[src/verilog/rgpl_pkg.sv]
// constants and carrier types of the rgpl register group
package rgpl_pkg;
    // clock and time base
    localparam int unsigned CLK_MHZ = 100;
    localparam int unsigned OSC_WAIT0_CYC = 500 * CLK_MHZ;
    localparam int unsigned OSC_WAIT1_CYC = 250 * CLK_MHZ;
    localparam int unsigned OSC_WAIT2_CYC = 50 * CLK_MHZ;
    localparam int unsigned OSC_WAIT3_CYC = 10 * CLK_MHZ;
    localparam int unsigned OSC_CNT_W = 17;
    // sampling dividers for 2000 and 1730 kHz, rounded to nearest cycle
    localparam logic [6:0] ADC_FAST_DIV = 7'((CLK_MHZ * 1000 + 1000) / 2000);
    localparam logic [6:0] ADC_SLOW_DIV = 7'((CLK_MHZ * 1000 + 865) / 1730);
    // lock detection window: setting * 8 us + 1 us
    localparam logic [16:0] LD_STEP_CYC = 17'(8 * CLK_MHZ);
    localparam logic [16:0] LD_BASE_CYC = 17'(1 * CLK_MHZ);
    // register indexes; byte address is four times the index
    localparam logic [5:0] IDX_ADC_CLOCK_AND_OSC_WAIT = 6'h08;
    localparam logic [5:0] IDX_THERMAL_READING = 6'h09;
    localparam logic [5:0] IDX_RESERVED_0A = 6'h0a;
    localparam logic [5:0] IDX_SYNTH_LOCK_DETECT_CFG = 6'h0b;
    localparam logic [5:0] IDX_GAIN_MID_TO_LOW = 6'h0c;
    localparam logic [5:0] IDX_GAIN_LOW_TO_MID = 6'h0d;
    localparam logic [5:0] IDX_GAIN_HIGH_TO_MID = 6'h0e;
    localparam logic [5:0] IDX_GAIN_MID_TO_HIGH = 6'h0f;
    localparam logic [5:0] IDX_IRQ_STATUS = 6'h20;
    localparam logic [5:0] IDX_IRQ_MASK = 6'h21;
    localparam logic [5:0] IDX_LIVE_STATUS = 6'h22;
    // reset values
    localparam logic [7:0] RST_ADC_CLOCK_AND_OSC_WAIT = 8'h50;
    localparam logic [7:0] RST_THERMAL_READING = 8'h00;
    localparam logic [7:0] RST_SYNTH_LOCK_DETECT_CFG = 8'h81;
    localparam logic [7:0] RST_GAIN_MID_TO_LOW = 8'h1e;
    localparam logic [7:0] RST_GAIN_LOW_TO_MID = 8'h02;
    localparam logic [7:0] RST_GAIN_HIGH_TO_MID = 8'h9e;
    localparam logic [7:0] RST_GAIN_MID_TO_HIGH = 8'h02;
    localparam logic [1:0] RST_IRQ_MASK = 2'h0;
    // field positions
    localparam int unsigned POS_OSC_SEL = 5;
    localparam int unsigned POS_ADC_SEL = 4;
    localparam int unsigned POS_UNLOCK_STOP = 7;
    localparam int unsigned POS_GAIN_FREEZE = 7;
    localparam int unsigned POS_IRQ_UNLOCK = 0;
    localparam int unsigned POS_IRQ_OSC = 1;
    // bus answers
    localparam logic [1:0] RESP_OKAY = 2'h0;
    localparam logic [1:0] RESP_SLVERR = 2'h2;
    localparam int unsigned AXI_AW = 12;

    typedef struct packed {
        logic [AXI_AW-1:0] awaddr;
        logic awvalid;
        logic [31:0] wdata;
        logic [3:0] wstrb;
        logic wvalid;
        logic bready;
        logic [AXI_AW-1:0] araddr;
        logic arvalid;
        logic rready;
    } rgpl_axi_req_t;

    typedef struct packed {
        logic awready;
        logic wready;
        logic bvalid;
        logic [1:0] bresp;
        logic arready;
        logic rvalid;
        logic [31:0] rdata;
        logic [1:0] rresp;
    } rgpl_axi_rsp_t;
endpackage

[src/verilog/rgpl_lock_detect.sv]
// turns the raw lock indicator into a declared lock
`timescale 1ns/1ps
module rgpl_lock_detect (
    // clock and reset
    input wire logic aclk,
    input wire logic aresetn,
    // raw indicator and window setting
    input wire logic lock_raw,
    input wire logic [6:0] lock_detect_window,
    // declared state
    output logic locked,
    output logic unlock_evt
);
    typedef struct packed {
        logic [16:0] cnt;
        logic locked;
        logic unlock_evt;
    } rgpl_ld_st_t;

    rgpl_ld_st_t st;
    rgpl_ld_st_t next_st;
    logic [16:0] window_cyc;

    // window length in cycles; 127 * 800 + 100 still fits 17 bits
    assign window_cyc = 17'(lock_detect_window) * rgpl_pkg::LD_STEP_CYC
        + rgpl_pkg::LD_BASE_CYC;

    // lock needs a high run longer than the window, any low drops it at once
    always_comb
    begin
        next_st = st;
        next_st.unlock_evt = 1'b0;
        if (!lock_raw)
        begin
            next_st.cnt = '0;
            next_st.locked = 1'b0;
            next_st.unlock_evt = st.locked;
        end
        else if (!st.locked)
        begin
            next_st.cnt = st.cnt + 17'h1;
            if (next_st.cnt > window_cyc)
                next_st.locked = 1'b1;
        end
    end

    // state register
    always_ff @(posedge aclk)
    begin
        if (!aresetn)
            st <= '{cnt: '0, locked: 1'b0, unlock_evt: 1'b0};
        else
            st <= next_st;
    end

    assign locked = st.locked;
    assign unlock_evt = st.unlock_evt;
endmodule

[src/verilog/rgpl_top.sv]
// clock wait, ADC clock, temperature, lock detect and gain threshold bank
//
// Contract
// - wake wait of 500/250/50/10 us by field
// - sampling clock 1.73 or 2.0 MHz, 2.0 default
// - temperature updates outside sleep when routing set
// - unlock in transmit: interrupt, optional forced off
// - unlock in receive: interrupt, stay receiving
// - lock window is setting times 8us plus 1us
// - lock after long high, unlock on any low
// - four 6-bit gain thresholds, bits 5:0
// - freeze bit holds gain once sync found
// - level settle wait is (setting+1) ADC periods
`timescale 1ns/1ps
module rgpl_top #(
    parameter int unsigned OSC_WAIT0_CYC = rgpl_pkg::OSC_WAIT0_CYC,
    parameter int unsigned OSC_WAIT1_CYC = rgpl_pkg::OSC_WAIT1_CYC,
    parameter int unsigned OSC_WAIT2_CYC = rgpl_pkg::OSC_WAIT2_CYC,
    parameter int unsigned OSC_WAIT3_CYC = rgpl_pkg::OSC_WAIT3_CYC
) (
    // clock and reset
    input wire logic aclk,
    input wire logic aresetn,
    // register bus
    input wire rgpl_pkg::rgpl_axi_req_t axi_req,
    output rgpl_pkg::rgpl_axi_rsp_t axi_rsp,
    // oscillator wait
    input wire logic wake_start,
    output logic osc_wait_busy,
    output logic osc_settled,
    // level ADC clock
    output logic adc_clk_sel,
    output logic adc_sample_tick,
    // temperature
    input wire logic temp_sample_valid,
    input wire logic [7:0] temp_sample,
    input wire logic temp_adc_route_en,
    input wire logic radio_in_sleep,
    // synthesiser lock
    input wire logic pll_lock_raw,
    input wire logic radio_in_tx,
    input wire logic radio_in_rx,
    output logic pll_locked,
    output logic forced_radio_off,
    // gain control
    input wire logic gain_switch,
    input wire logic [3:0] level_settle_wait,
    input wire logic sync_found,
    output logic level_settle_busy,
    output logic gain_hold,
    output logic [5:0] thresh_mid_to_low,
    output logic [5:0] thresh_low_to_mid,
    output logic [5:0] thresh_high_to_mid,
    output logic [5:0] thresh_mid_to_high,
    // interrupt
    output logic irq
);
    typedef struct packed {
        logic awready;
        logic wready;
        logic arready;
        logic aw_held;
        logic w_held;
        logic [5:0] aw_idx;
        logic [7:0] wbyte;
        logic wlane;
        logic bvalid;
        logic [1:0] bresp;
        logic rvalid;
        logic [31:0] rdata;
        logic [1:0] rresp;
        logic [7:0] adc_osc;
        logic [7:0] thermal;
        logic [7:0] lock_cfg;
        logic [7:0] mtol;
        logic [7:0] ltom;
        logic [7:0] htom;
        logic [7:0] mtoh;
        logic [1:0] irq_status;
        logic [1:0] irq_mask;
        logic irq;
        logic settled;
        logic [6:0] adc_div;
        logic adc_tick;
        logic forced_off;
        logic gain_hold;
    } rgpl_top_st_t;

    rgpl_top_st_t st;
    rgpl_top_st_t next_st;

    logic osc_done;
    logic osc_busy;
    logic settle_busy;
    logic lock_now;
    logic unlock_evt;
    logic [rgpl_pkg::OSC_CNT_W-1:0] osc_load;
    logic [4:0] settle_load;

    // word index of a byte address
    function automatic logic [5:0] reg_index(input logic [rgpl_pkg::AXI_AW-1:0] addr);
        reg_index = addr[7:2];
    endfunction

    // true for every index that answers OKAY
    function automatic logic idx_mapped(input logic [5:0] idx);
        idx_mapped = (idx >= rgpl_pkg::IDX_ADC_CLOCK_AND_OSC_WAIT
            && idx <= rgpl_pkg::IDX_GAIN_MID_TO_HIGH)
            || idx == rgpl_pkg::IDX_IRQ_STATUS || idx == rgpl_pkg::IDX_IRQ_MASK
            || idx == rgpl_pkg::IDX_LIVE_STATUS;
    endfunction

    ////////////////////////////////////////////////////////////////////////////
    // wait selection from the two-bit field
    always_comb
    begin
        unique case (st.adc_osc[rgpl_pkg::POS_OSC_SEL +: 2])
            2'h0: osc_load = rgpl_pkg::OSC_CNT_W'(OSC_WAIT0_CYC);
            2'h1: osc_load = rgpl_pkg::OSC_CNT_W'(OSC_WAIT1_CYC);
            2'h2: osc_load = rgpl_pkg::OSC_CNT_W'(OSC_WAIT2_CYC);
            2'h3: osc_load = rgpl_pkg::OSC_CNT_W'(OSC_WAIT3_CYC);
        endcase
    end

    // settle wait counts ADC periods, one more than the setting
    assign settle_load = {1'b0, level_settle_wait} + 5'h1;

    rgpl_wait_timer #(
        .W(rgpl_pkg::OSC_CNT_W)
    ) u_osc_wait (
        .aclk(aclk),
        .aresetn(aresetn),
        .start(wake_start),
        .load(osc_load),
        .tick(1'b1),
        .busy(osc_busy),
        .done(osc_done)
    );

    rgpl_wait_timer #(
        .W(5)
    ) u_level_settle (
        .aclk(aclk),
        .aresetn(aresetn),
        .start(gain_switch),
        .load(settle_load),
        .tick(st.adc_tick),
        .busy(settle_busy),
        .done()
    );

    rgpl_lock_detect u_lock (
        .aclk(aclk),
        .aresetn(aresetn),
        .lock_raw(pll_lock_raw),
        .lock_detect_window(st.lock_cfg[6:0]),
        .locked(lock_now),
        .unlock_evt(unlock_evt)
    );

    ////////////////////////////////////////////////////////////////////////////
    // bus slave, register file and event logic
    always_comb
    begin
        logic [5:0] ridx;
        logic [7:0] rbyte;
        logic [1:0] clr;
        logic [1:0] set;
        logic [6:0] div_max;
        ridx = reg_index(axi_req.araddr);
        rbyte = 8'h00;
        clr = 2'h0;
        set = 2'h0;
        div_max = 7'h00;
        next_st = st;

        // write address and data may arrive in either order
        if (axi_req.awvalid && st.awready)
        begin
            next_st.aw_held = 1'b1;
            next_st.aw_idx = reg_index(axi_req.awaddr);
        end
        if (axi_req.wvalid && st.wready)
        begin
            next_st.w_held = 1'b1;
            next_st.wbyte = axi_req.wdata[7:0];
            next_st.wlane = axi_req.wstrb[0];
        end
        if (st.bvalid && axi_req.bready)
            next_st.bvalid = 1'b0;

        // commit once both halves are held and no answer is pending
        if (st.aw_held && st.w_held && !st.bvalid)
        begin
            next_st.aw_held = 1'b0;
            next_st.w_held = 1'b0;
            next_st.bvalid = 1'b1;
            next_st.bresp = idx_mapped(st.aw_idx) ? rgpl_pkg::RESP_OKAY : rgpl_pkg::RESP_SLVERR;
            if (st.wlane)
            begin
                unique case (st.aw_idx)
                    rgpl_pkg::IDX_ADC_CLOCK_AND_OSC_WAIT: next_st.adc_osc = st.wbyte;
                    rgpl_pkg::IDX_THERMAL_READING: next_st.thermal = st.wbyte;
                    rgpl_pkg::IDX_SYNTH_LOCK_DETECT_CFG: next_st.lock_cfg = st.wbyte;
                    rgpl_pkg::IDX_GAIN_MID_TO_LOW: next_st.mtol = st.wbyte;
                    rgpl_pkg::IDX_GAIN_LOW_TO_MID: next_st.ltom = st.wbyte;
                    rgpl_pkg::IDX_GAIN_HIGH_TO_MID: next_st.htom = st.wbyte;
                    rgpl_pkg::IDX_GAIN_MID_TO_HIGH: next_st.mtoh = st.wbyte;
                    rgpl_pkg::IDX_IRQ_MASK: next_st.irq_mask = st.wbyte[1:0];
                    default: next_st.bresp = next_st.bresp;
                endcase
            end
        end

        // read: one cycle to the answer, status cleared by the read itself
        if (st.rvalid && axi_req.rready)
            next_st.rvalid = 1'b0;
        if (axi_req.arvalid && st.arready)
        begin
            unique case (ridx)
                rgpl_pkg::IDX_ADC_CLOCK_AND_OSC_WAIT: rbyte = st.adc_osc;
                rgpl_pkg::IDX_THERMAL_READING: rbyte = st.thermal;
                rgpl_pkg::IDX_SYNTH_LOCK_DETECT_CFG: rbyte = st.lock_cfg;
                rgpl_pkg::IDX_GAIN_MID_TO_LOW: rbyte = st.mtol;
                rgpl_pkg::IDX_GAIN_LOW_TO_MID: rbyte = st.ltom;
                rgpl_pkg::IDX_GAIN_HIGH_TO_MID: rbyte = st.htom;
                rgpl_pkg::IDX_GAIN_MID_TO_HIGH: rbyte = st.mtoh;
                rgpl_pkg::IDX_IRQ_STATUS:
                begin
                    rbyte = {6'h00, st.irq_status};
                    clr = st.irq_status;
                end
                rgpl_pkg::IDX_IRQ_MASK: rbyte = {6'h00, st.irq_mask};
                rgpl_pkg::IDX_LIVE_STATUS:
                    rbyte = {4'h0, settle_busy, osc_busy, st.settled, lock_now};
                default: rbyte = 8'h00;
            endcase
            next_st.rvalid = 1'b1;
            next_st.rdata = {24'h000000, rbyte};
            next_st.rresp = idx_mapped(ridx) ? rgpl_pkg::RESP_OKAY : rgpl_pkg::RESP_SLVERR;
        end

        // ready flags are registered so the bus outputs come from flops
        next_st.awready = !next_st.aw_held && !next_st.bvalid;
        next_st.wready = !next_st.w_held && !next_st.bvalid;
        next_st.arready = !next_st.rvalid;

        // temperature capture beats a software write in the same cycle
        if (temp_sample_valid && temp_adc_route_en && !radio_in_sleep)
            next_st.thermal = temp_sample;

        // unlock flags in either radio direction; receive is never stopped here
        if (unlock_evt && (radio_in_tx || radio_in_rx))
            set[rgpl_pkg::POS_IRQ_UNLOCK] = 1'b1;
        if (osc_done)
            set[rgpl_pkg::POS_IRQ_OSC] = 1'b1;
        // set wins over the read clear so no event is lost
        next_st.irq_status = (st.irq_status & ~clr) | set;
        next_st.irq = |(next_st.irq_status & next_st.irq_mask);

        // stop transmit only when the stop bit is set
        next_st.forced_off = unlock_evt && radio_in_tx
            && st.lock_cfg[rgpl_pkg::POS_UNLOCK_STOP];

        // settled drops on wake, rises when the wait ends
        if (wake_start)
            next_st.settled = 1'b0;
        else if (osc_done)
            next_st.settled = 1'b1;

        // sampling tick divider; a rate change applies at once, to the period in progress
        div_max = st.adc_osc[rgpl_pkg::POS_ADC_SEL] ? rgpl_pkg::ADC_FAST_DIV
            : rgpl_pkg::ADC_SLOW_DIV;
        if (st.adc_div >= div_max - 7'h1)
        begin
            next_st.adc_div = 7'h00;
            next_st.adc_tick = 1'b1;
        end
        else
        begin
            next_st.adc_div = st.adc_div + 7'h1;
            next_st.adc_tick = 1'b0;
        end

        // freeze only while sync is held; cleared bit keeps gain adapting
        next_st.gain_hold = st.htom[rgpl_pkg::POS_GAIN_FREEZE] && sync_found;
    end

    ////////////////////////////////////////////////////////////////////////////
    // state register
    always_ff @(posedge aclk)
    begin
        if (!aresetn)
        begin
            st <= '0;
            st.awready <= 1'b1;
            st.wready <= 1'b1;
            st.arready <= 1'b1;
            st.adc_osc <= rgpl_pkg::RST_ADC_CLOCK_AND_OSC_WAIT;
            st.thermal <= rgpl_pkg::RST_THERMAL_READING;
            st.lock_cfg <= rgpl_pkg::RST_SYNTH_LOCK_DETECT_CFG;
            st.mtol <= rgpl_pkg::RST_GAIN_MID_TO_LOW;
            st.ltom <= rgpl_pkg::RST_GAIN_LOW_TO_MID;
            st.htom <= rgpl_pkg::RST_GAIN_HIGH_TO_MID;
            st.mtoh <= rgpl_pkg::RST_GAIN_MID_TO_HIGH;
            st.irq_mask <= rgpl_pkg::RST_IRQ_MASK;
        end
        else
        begin
            st <= next_st;
        end
    end

    ////////////////////////////////////////////////////////////////////////////
    // outputs straight from flops
    assign axi_rsp.awready = st.awready;
    assign axi_rsp.wready = st.wready;
    assign axi_rsp.bvalid = st.bvalid;
    assign axi_rsp.bresp = st.bresp;
    assign axi_rsp.arready = st.arready;
    assign axi_rsp.rvalid = st.rvalid;
    assign axi_rsp.rdata = st.rdata;
    assign axi_rsp.rresp = st.rresp;
    assign osc_wait_busy = osc_busy;
    assign osc_settled = st.settled;
    assign adc_clk_sel = st.adc_osc[rgpl_pkg::POS_ADC_SEL];
    assign adc_sample_tick = st.adc_tick;
    assign pll_locked = lock_now;
    assign forced_radio_off = st.forced_off;
    assign level_settle_busy = settle_busy;
    assign gain_hold = st.gain_hold;
    assign thresh_mid_to_low = st.mtol[5:0];
    assign thresh_low_to_mid = st.ltom[5:0];
    assign thresh_high_to_mid = st.htom[5:0];
    assign thresh_mid_to_high = st.mtoh[5:0];
    assign irq = st.irq;
endmodule

[src/verilog/rgpl_wait_timer.sv]
// down-counter timing a wait in enable pulses
`timescale 1ns/1ps
module rgpl_wait_timer #(
    parameter int unsigned W = 17
) (
    // clock and reset
    input wire logic aclk,
    input wire logic aresetn,
    // control
    input wire logic start,
    input wire logic [W-1:0] load,
    input wire logic tick,
    // status
    output logic busy,
    output logic done
);
    typedef enum logic {TM_IDLE, TM_RUN} rgpl_tm_state_t;
    typedef struct packed {
        rgpl_tm_state_t fsm;
        logic [W-1:0] cnt;
        logic done;
    } rgpl_tm_st_t;

    rgpl_tm_st_t st;
    rgpl_tm_st_t next_st;

    // a new start restarts the wait even when one is running
    always_comb
    begin
        next_st = st;
        next_st.done = 1'b0;
        if (start)
        begin
            next_st.fsm = TM_RUN;
            next_st.cnt = load;
        end
        else
        begin
            unique case (st.fsm)
                TM_IDLE: next_st.cnt = st.cnt;
                TM_RUN:
                begin
                    if (tick)
                    begin
                        if (st.cnt <= W'(1))
                        begin
                            next_st.fsm = TM_IDLE;
                            next_st.done = 1'b1;
                        end
                        next_st.cnt = st.cnt - W'(1);
                    end
                end
            endcase
        end
    end

    // state register
    always_ff @(posedge aclk)
    begin
        if (!aresetn)
            st <= '{fsm: TM_IDLE, cnt: '0, done: 1'b0};
        else
            st <= next_st;
    end

    assign busy = (st.fsm == TM_RUN);
    assign done = st.done;
endmodule
[config.mk]
export PLATFORM = sky130hd
export DESIGN_NAME = rgpl_top
export DESIGN_NICKNAME = d
export VERILOG_FILES = /design/src/verilog/rgpl_pkg.sv /design/src/verilog/rgpl_lock_detect.sv /design/src/verilog/rgpl_top.sv /design/src/verilog/rgpl_wait_timer.sv
export SDC_FILE = /design/constraint.sdc
export NUM_CORES = 1
export LEC_CHECK = 0
export BUFFER_PORTS_ARGS = -buffer_cell sky130_fd_sc_hd__buf_2
export CORE_ASPECT_RATIO = 0.75
export CORE_MARGIN = 2
export CORE_UTILIZATION = 39
export CTS_BUF_LIST = sky130_fd_sc_hd__clkbuf_8
export CTS_CLUSTER_DIAMETER = 60
export DETAILED_ROUTE_END_ITERATION = 8
export GPL_ROUTABILITY_DRIVEN = 0
export HOLD_SLACK_MARGIN = 0.05
export PLACE_DENSITY_LB_ADDON = 0.1
export SLEW_MARGIN = 20
export SYNTH_ARGS = -nofsm -noshare
export SYNTH_HDL_FRONTEND = slang
export SYNTH_SLANG_ARGS = --single-unit
[constraint.sdc]
create_clock -name aclk -period 4.7 [get_ports aclk]
set_input_delay 1.41 -clock aclk [delete_from_list [all_inputs] [get_ports aclk]]
set_output_delay 1.41 -clock aclk [all_outputs]
set_load 0.02 [all_outputs]
==> Word-level counts from Yosys, hierarchy flattened <==
Index checks and enable logic that the tools add are counted.
{ "totals": {"register_bits": 150, "wordCells": 175, "input_bits": 88, "output_inout_bits": 74} }
{ "op_classes": {"add_sub_neg": 7, "reduce_logical": 48, "muxes": 42, "order_cmp": 8, "n_eq_ne": 26, "bitwise": 7, "mul": 1} }
{ "op_table": {"columns": ["op", "count"], "rows": [
  ["2-to-1 mux 48 bit", 2],
  ["equality test 6 x 4 -> 1 bit (second input constant)", 14],
  ["one-hot mux 8 bit (10 select lines)", 1],
  ["one-hot mux 17 bit (4 select lines)", 1],
  ["2-to-1 mux 8 bit", 7],
  ["equality test 6 bit (second input constant)", 6],
  ["2-to-1 mux 35 bit", 1],
  ["AND reduction 3 bit", 7],
  ["2-to-1 mux 18 bit", 1],
  ["adder 17 x 1 -> 17 bit (second input constant)", 1],
  ["adder 17 x 7 -> 17 bit (second input constant)", 1],
  ["> comparator 17 bit", 1],
  ["<= comparator 17 x 1 -> 1 bit (second input constant)", 1],
  ["logical AND 1 bit", 17],
  ["2-to-1 mux 17 bit", 1],
  ["subtractor 17 x 1 -> 17 bit (second input constant)", 1],
  ["2-to-1 mux 2 bit", 8],
  ["2-to-1 mux 1 bit", 15],
  ["greater-or-equal comparator 6 x 4 -> 1 bit (second input constant)", 2],
  ["<= comparator 6 x 4 -> 1 bit (second input constant)", 2],
  ["multiplier 7 x 5 -> 12 bit (second input constant)", 1],
  ["OR reduction 2 bit", 4],
  ["adder 7 x 1 -> 7 bit (second input constant)", 1],
  ["greater-or-equal comparator 7 bit", 1],
  ["other kinds (23)", 42]
]} }

==> Depth between registers and ports, before layout <==
{ "depth": {"ltp_word": 9, "mapped_depth": 20} }

==> Hierarchy <==
Synthesis repeated with hierarchy kept, for this count alone.
{ "unflattened": {"cells_unflattened": 997, "hier_area_um2": 9077.5} }
{ "modules_own_cells": {"columns": ["module", "cells_per_inst", "area_per_inst_um2", "seq_area_each_um2", "instances"], "rows": [
  ["rgpl_top", 574, 5417.7, 2082.0, 1],
  ["rgpl_lock_detect", 260, 2257.2, 380.4, 1],
  ["rgpl_wait_timer (u_osc_wait)", 123, 1048.5, 380.4, 1],
  ["rgpl_wait_timer (u_level_settle)", 40, 354.1, 140.1, 1]
]} }

==> Least setup slack after synthesis <==
Ideal clock, no wire load.
{ "synth_timing": {"path_kind": "flip-flop to flip-flop", "from": "register st[50] in the netlist's numbering", "to": "register u_lock.st, in the netlist u_lock.locked", "setup_time_ps": 79, "n_path_buf": 0, "synth_period_minus_slack_ps": 4101, "path_stages_with_launch": 17, "path_slack_ps": 599, "arrival_time_ps": 4023, "t_required_ps": 4621, "cell_sequence": "dfxtp_1 -> ha_1 -> ha_1 -> fa_1 -> ha_1 -> xnor2_1 -> nor4b_1 -> nand3_1 -> nor3_1 -> xnor2_1 -> ha_1 -> nand4_1 -> nor3_1 -> o41ai_1 -> a31oi_1 -> nor4_1 -> nor3_1"} }
{ "synth_between": {"elab_chain_cells": 5} }
{ "synth_lines": {"columns": ["item", "line_no", "rtl"], "rows": [
  ["start, declared", "rgpl_top.sv:89", "rgpl_top_st_t st;"],
  ["start signal, assigned", "rgpl_top.sv:310", "st <= next_st;"],
  ["multiplier 7 x 5 -> 12 bit", "rgpl_lock_detect.sv:25", "assign window_cyc = 17'(lock_detect_window) * rgpl_pkg::LD_STEP_CYC"],
  ["adder 17 x 7 -> 17 bit", "rgpl_lock_detect.sv:26", "+ rgpl_pkg::LD_BASE_CYC;"],
  ["> comparator 17 bit", "rgpl_lock_detect.sv:42", "if (next_st.cnt > window_cyc)"],
  ["2-to-1 mux 1 bit", "rgpl_lock_detect.sv:42", null],
  ["2-to-1 mux 1 bit", "rgpl_lock_detect.sv:39", "else if (!st.locked)"],
  ["end signal, assigned", "rgpl_lock_detect.sv:51", "st <= '{cnt: '0, locked: 1'b0, unlock_evt: 1'b0};"],
  ["end signal, assigned", "rgpl_lock_detect.sv:53", "st <= next_st;"],
  ["end, declared", "rgpl_lock_detect.sv:20", "rgpl_ld_st_t st;"]
]} }
Every way passes these cells.
A chain may end at the register's enable or synchronous reset.

==> Worst setup path in the final report <==
{ "layout_timing": {"from": "register st[49] in the netlist's numbering", "to": "register u_lock.st, in the netlist u_lock.locked"} }
The elaborated chain is that of the path after synthesis.

==> results.txt <==
Total negative slack for setup checks - 0 ns
Fraction of the yosys area taken by sequential cells - 35.7%
Area share of the largest cell type after synthesis - 35.7%
Area contributors post-synth - sky130_fd_sc_hd__dfxtp_1 36%, sky130_fd_sc_hd__ha_1 8.3%, sky130_fd_sc_hd__mux2i_1 7.5%
Wire length of the first global-routing pass - 32.2 mm
Aggregate global-route resource usage - 18.8%
Required time of the worst setup path - 5.07 ns
Arrival time at the worst endpoint - 4.68 ns
Dpl cell area - 8610 µm²
Net count of the finished layout - 1128
Area Growth Syn to Fin - 8.33%
Share of flip-flops with an asynchronous set or reset - 0%
Number of violations reported at the end of detailed-routing iteration 0 - 365
Aggregate routed wire length - 20.6 mm
TritonCTS clock tree - yes
Time the worst path needs with I/O delays and setup - 4.31 ns
Number of buffers added by the clock tree synthesis step - 17
Vias - 6270
Top achievable clock speed - 232 MHz
Setup crit start kind - flip-flop
Actual slew at the worst max-slew pin - 0.960 ns
Number of antenna violations at the first check in global routing - 0
Boundary pin count - 162
Die width - 172 µm
Number of synthesized register bits - 148
Combinational group share of total power - 9.4%
Area of the core region - 21000 µm²
Grt met1 use - 29.6%
Highest fanout seen on the critical path - 5
Grt ovf - 0
Number of synthesis warnings - 0
Portion of the clock cycle consumed by the worst path in the final layout - 91.8%
Number of synthesized flops with an enable pin - 0
RSZ-0062 raised after global routing - no
Hold Path Class - flip-flop to flip-flop
Vias per std cell - 4.89
Synth Flop Type - sky130_fd_sc_hd__dfxtp_1
Max-slew headroom at the worst pin - 35.7%
Synthesized area per cell - 8.75 µm²
Largest net degree at the start of global routing - 45
Antenna diode count - 0
Mapped Area - 8290 µm²
Share of total power consumed by net switching - 27.5%
Total power divided by cell area - 278 nW/µm²
Final slew viol count - 0
Cell at the root of the clock tree - sky130_fd_sc_hd__clkbuf_8
Antenna Violating Nets Remaining - 0
Count of hold buffers inserted by post-cts repair - 0
# Max-Cap Violations - 0
Starting utilization of the core area - 39.5%
Sum of net half-perimeters after detailed placement - 15.1 mm
Count of cells along the worst hold path - 2
Final worst hold slack - 0.469 ns
Number of fillers in the final layout - 2161
Final setup violation count - 0
Clock transition at the registers of the reported paths - 0.08 ns
Share of final-layout standard cells stronger than drive strength 1 - 16.7%
Count of final hold-check violations - 0
Post-route DRC violation count - 0
Area enclosed by the die boundary - 22500 µm²
Post-synth cell types - 64
Total non-filler cell area in the finished layout - 8980 µm²
Total number of H-tree levels - 4
Synth Instances - 948
Busiest layer in global routing - met1
Number of core rows - 46
Clk sinks - 148
Internal power - 1.81 mW
Pre-antenna DRT Iters - 6
Number of buffers on the longest clock path - 2
Net switching component of the power - 686 µW
FF-to-FF path depth - 21
Portion of total power attributed to sequential cells - 53.7%
Part of the power in the clock network - 37.0%
Outcome - finished, final reports clean
Worst setup path category - flip-flop to flip-flop
Max IR drop VDD - 157 µV
Static leakage power - 3.90 nW
Worst clock skew - 0.0187 ns
Number of global-route vias before repair - 5772
Avg WL per Cell - 16.1 µm
Most area-hungry cell type in the Yosys netlist - sky130_fd_sc_hd__dfxtp_1
Met3 usage in global routing - 4.34%
Worst-skew pair later-pin latency - 0.46 ns
Met2 Resource Use GR - 25.2%
Nature of the critical path endpoint - flip-flop
Vert. Die Dim - 130 µm
Number of buffers inserted by port buffering - 96
cell usage in the layout (no fill, tap or decap), types with 3 or more instances in the layout:
master and n:
sky130_fd_sc_hd__nor2_1 143, sky130_fd_sc_hd__nand2b_1 9, sky130_fd_sc_hd__a21oi_1 45, sky130_fd_sc_hd__inv_1 27, sky130_fd_sc_hd__clkbuf_8 19, sky130_fd_sc_hd__nand3_1 27
sky130_fd_sc_hd__nand3b_1 3, sky130_fd_sc_hd__and2_1 5, sky130_fd_sc_hd__nor3b_1 4, sky130_fd_sc_hd__nand2_1 81, sky130_fd_sc_hd__a21o_1 4, sky130_fd_sc_hd__dfxtp_1 146
sky130_fd_sc_hd__xnor2_1 40, sky130_fd_sc_hd__buf_4 7, sky130_fd_sc_hd__o32ai_1 3, sky130_fd_sc_hd__clkinv_2 6, sky130_fd_sc_hd__xor2_1 29, sky130_fd_sc_hd__nor3_1 18
sky130_fd_sc_hd__nor2b_1 7, sky130_fd_sc_hd__mux2_2 8, sky130_fd_sc_hd__conb_1 26, sky130_fd_sc_hd__nand4_1 5, sky130_fd_sc_hd__and3_1 7, sky130_fd_sc_hd__o21ai_0 18
sky130_fd_sc_hd__a211oi_1 16, sky130_fd_sc_hd__buf_2 96, sky130_fd_sc_hd__a221oi_1 8, sky130_fd_sc_hd__nor4_1 6, sky130_fd_sc_hd__nor3_2 3, sky130_fd_sc_hd__a22oi_1 6
sky130_fd_sc_hd__ha_1 55, sky130_fd_sc_hd__mux4_2 6, sky130_fd_sc_hd__mux2i_1 62
timing repair:
action,in CTS,in global routing
setup endpoints to repair,0,1
buffers inserted,0,0
resized for setup,0,6
synth_stat cells (26+ instances only):
cell and number:
sky130_fd_sc_hd__a21oi_1 45, sky130_fd_sc_hd__buf_4 67, sky130_fd_sc_hd__clkbuf_1 36, sky130_fd_sc_hd__dfxtp_1 148, sky130_fd_sc_hd__ha_1 55, sky130_fd_sc_hd__inv_1 26
sky130_fd_sc_hd__mux2i_1 62, sky130_fd_sc_hd__nand2_1 81, sky130_fd_sc_hd__nand3_1 27, sky130_fd_sc_hd__nor2_1 143, sky130_fd_sc_hd__xnor2_1 40, sky130_fd_sc_hd__xor2_1 30
per-layer routing:
| layer | share of wire (%) | vias to the layer above | wire, µm |
|---|---|---|---|
| met4 | 0.76 | 0 | 157 |
| met3 | 5.6 | 10 | 1150 |
| met2 | 38 | 148 | 7910 |
| met1 | 55 | 2880 | 11400 |
| li1 | - | 3232 | - |
| met5 | 0 | - | 0 |
critical path, stage by stage (launching register included):
cell	delay, ns
sky130_fd_sc_hd__dfxtp_2	0.37
sky130_fd_sc_hd__inv_1	0.08
sky130_fd_sc_hd__ha_1	0.29
sky130_fd_sc_hd__inv_1	0.04
sky130_fd_sc_hd__ha_1	0.28
sky130_fd_sc_hd__ha_1	0.30
sky130_fd_sc_hd__inv_1	0.06
sky130_fd_sc_hd__fa_1	0.45
sky130_fd_sc_hd__nand2b_1	0.19
sky130_fd_sc_hd__a211oi_2	0.23
sky130_fd_sc_hd__nor4_1	0.07
sky130_fd_sc_hd__a311oi_1	0.26
sky130_fd_sc_hd__buf_4	0.17
sky130_fd_sc_hd__nor3_1	0.06
sky130_fd_sc_hd__xnor2_1	0.16
sky130_fd_sc_hd__ha_1	0.30
sky130_fd_sc_hd__nand4_1	0.15
sky130_fd_sc_hd__nor3_2	0.22
sky130_fd_sc_hd__o41ai_1	0.11
sky130_fd_sc_hd__a31oi_1	0.20
sky130_fd_sc_hd__nor4_1	0.07
sky130_fd_sc_hd__nor3_1	0.17
kinds of logic after synthesis:
logic type,Yosys count,synth area share [%]
compound gates,118,9.10
xor+xnor,70,7.39
fa+ha+maj,57,8.78
buf+inv,140,9.50
flops,148,35.7
mux,76,10.2
other cells,1,0.0452
simple gates,338,19.3
stage by stage:
| step | setup slack, ns | util (%) | power [mW] | instances |
|---|---|---|---|---|
| after floorplan | 0.599 | - | 1.55 | 973 |
| after global routing | 0.00160 | 42.8 | 2.60 | 1282 |
| after detailed placement | 0.130 | 41.0 | 1.60 | 1252 |
| after CTS | 0.0684 | 42.6 | 2.52 | 1282 |
| after global placement | 0.209 | 41.0 | 1.60 | 1252 |
| final | 0.388 | 42.8 | 2.49 | 1282 |
cell type report:
class	instances	area [µm²]	share of cell area (%)
multi-input combinational	685	4670	52.0
clock inverter	11	88.8	0.989
clock buffer	19	262	2.91
sequential	148	2970	33.0
tap	288	360	4.01
inverter	28	105	1.17
timing repair buffer	103	533	5.93
power groups by stage:
stage	Combinational, mW	Sequential [mW]	Clock (mW)
finish	0.234	1.34	0.922
global route	0.261	1.34	0.997
CTS	0.235	1.34	0.951
detailed placement	0.234	1.37	0
global placement	0.234	1.37	0
floorplan	0.204	1.34	0
state kept, by name, summed over array words and instances (netlist names), 5 cells and up:
| signal | flops |
|---|---|
| st | 59 |
| u_lock.st | 17 |
| u_osc_wait.st | 17 |
| axi_rsp | 15 |
| thresh_high_to_mid | 6 |
| thresh_low_to_mid | 6 |
| thresh_mid_to_high | 6 |
| thresh_mid_to_low | 6 |
| u_level_settle.st | 5 |
path summary, 6_finish.rpt:
kind                             from                          to  slack (ns)
setup / recovery  st[49]$_SDFFE_PN0P_    u_lock.locked$_SDFF_PN0_        0.39
hold / removal       st[9]$_SDFF_PP0_  adc_sample_tick$_SDFF_PN0_        0.47
setup reg to reg  st[49]$_SDFFE_PN0P_    u_lock.locked$_SDFF_PN0_        0.39
hold reg to reg      st[9]$_SDFF_PP0_  adc_sample_tick$_SDFF_PN0_        0.47
Power figures use the tool's default switching activity.
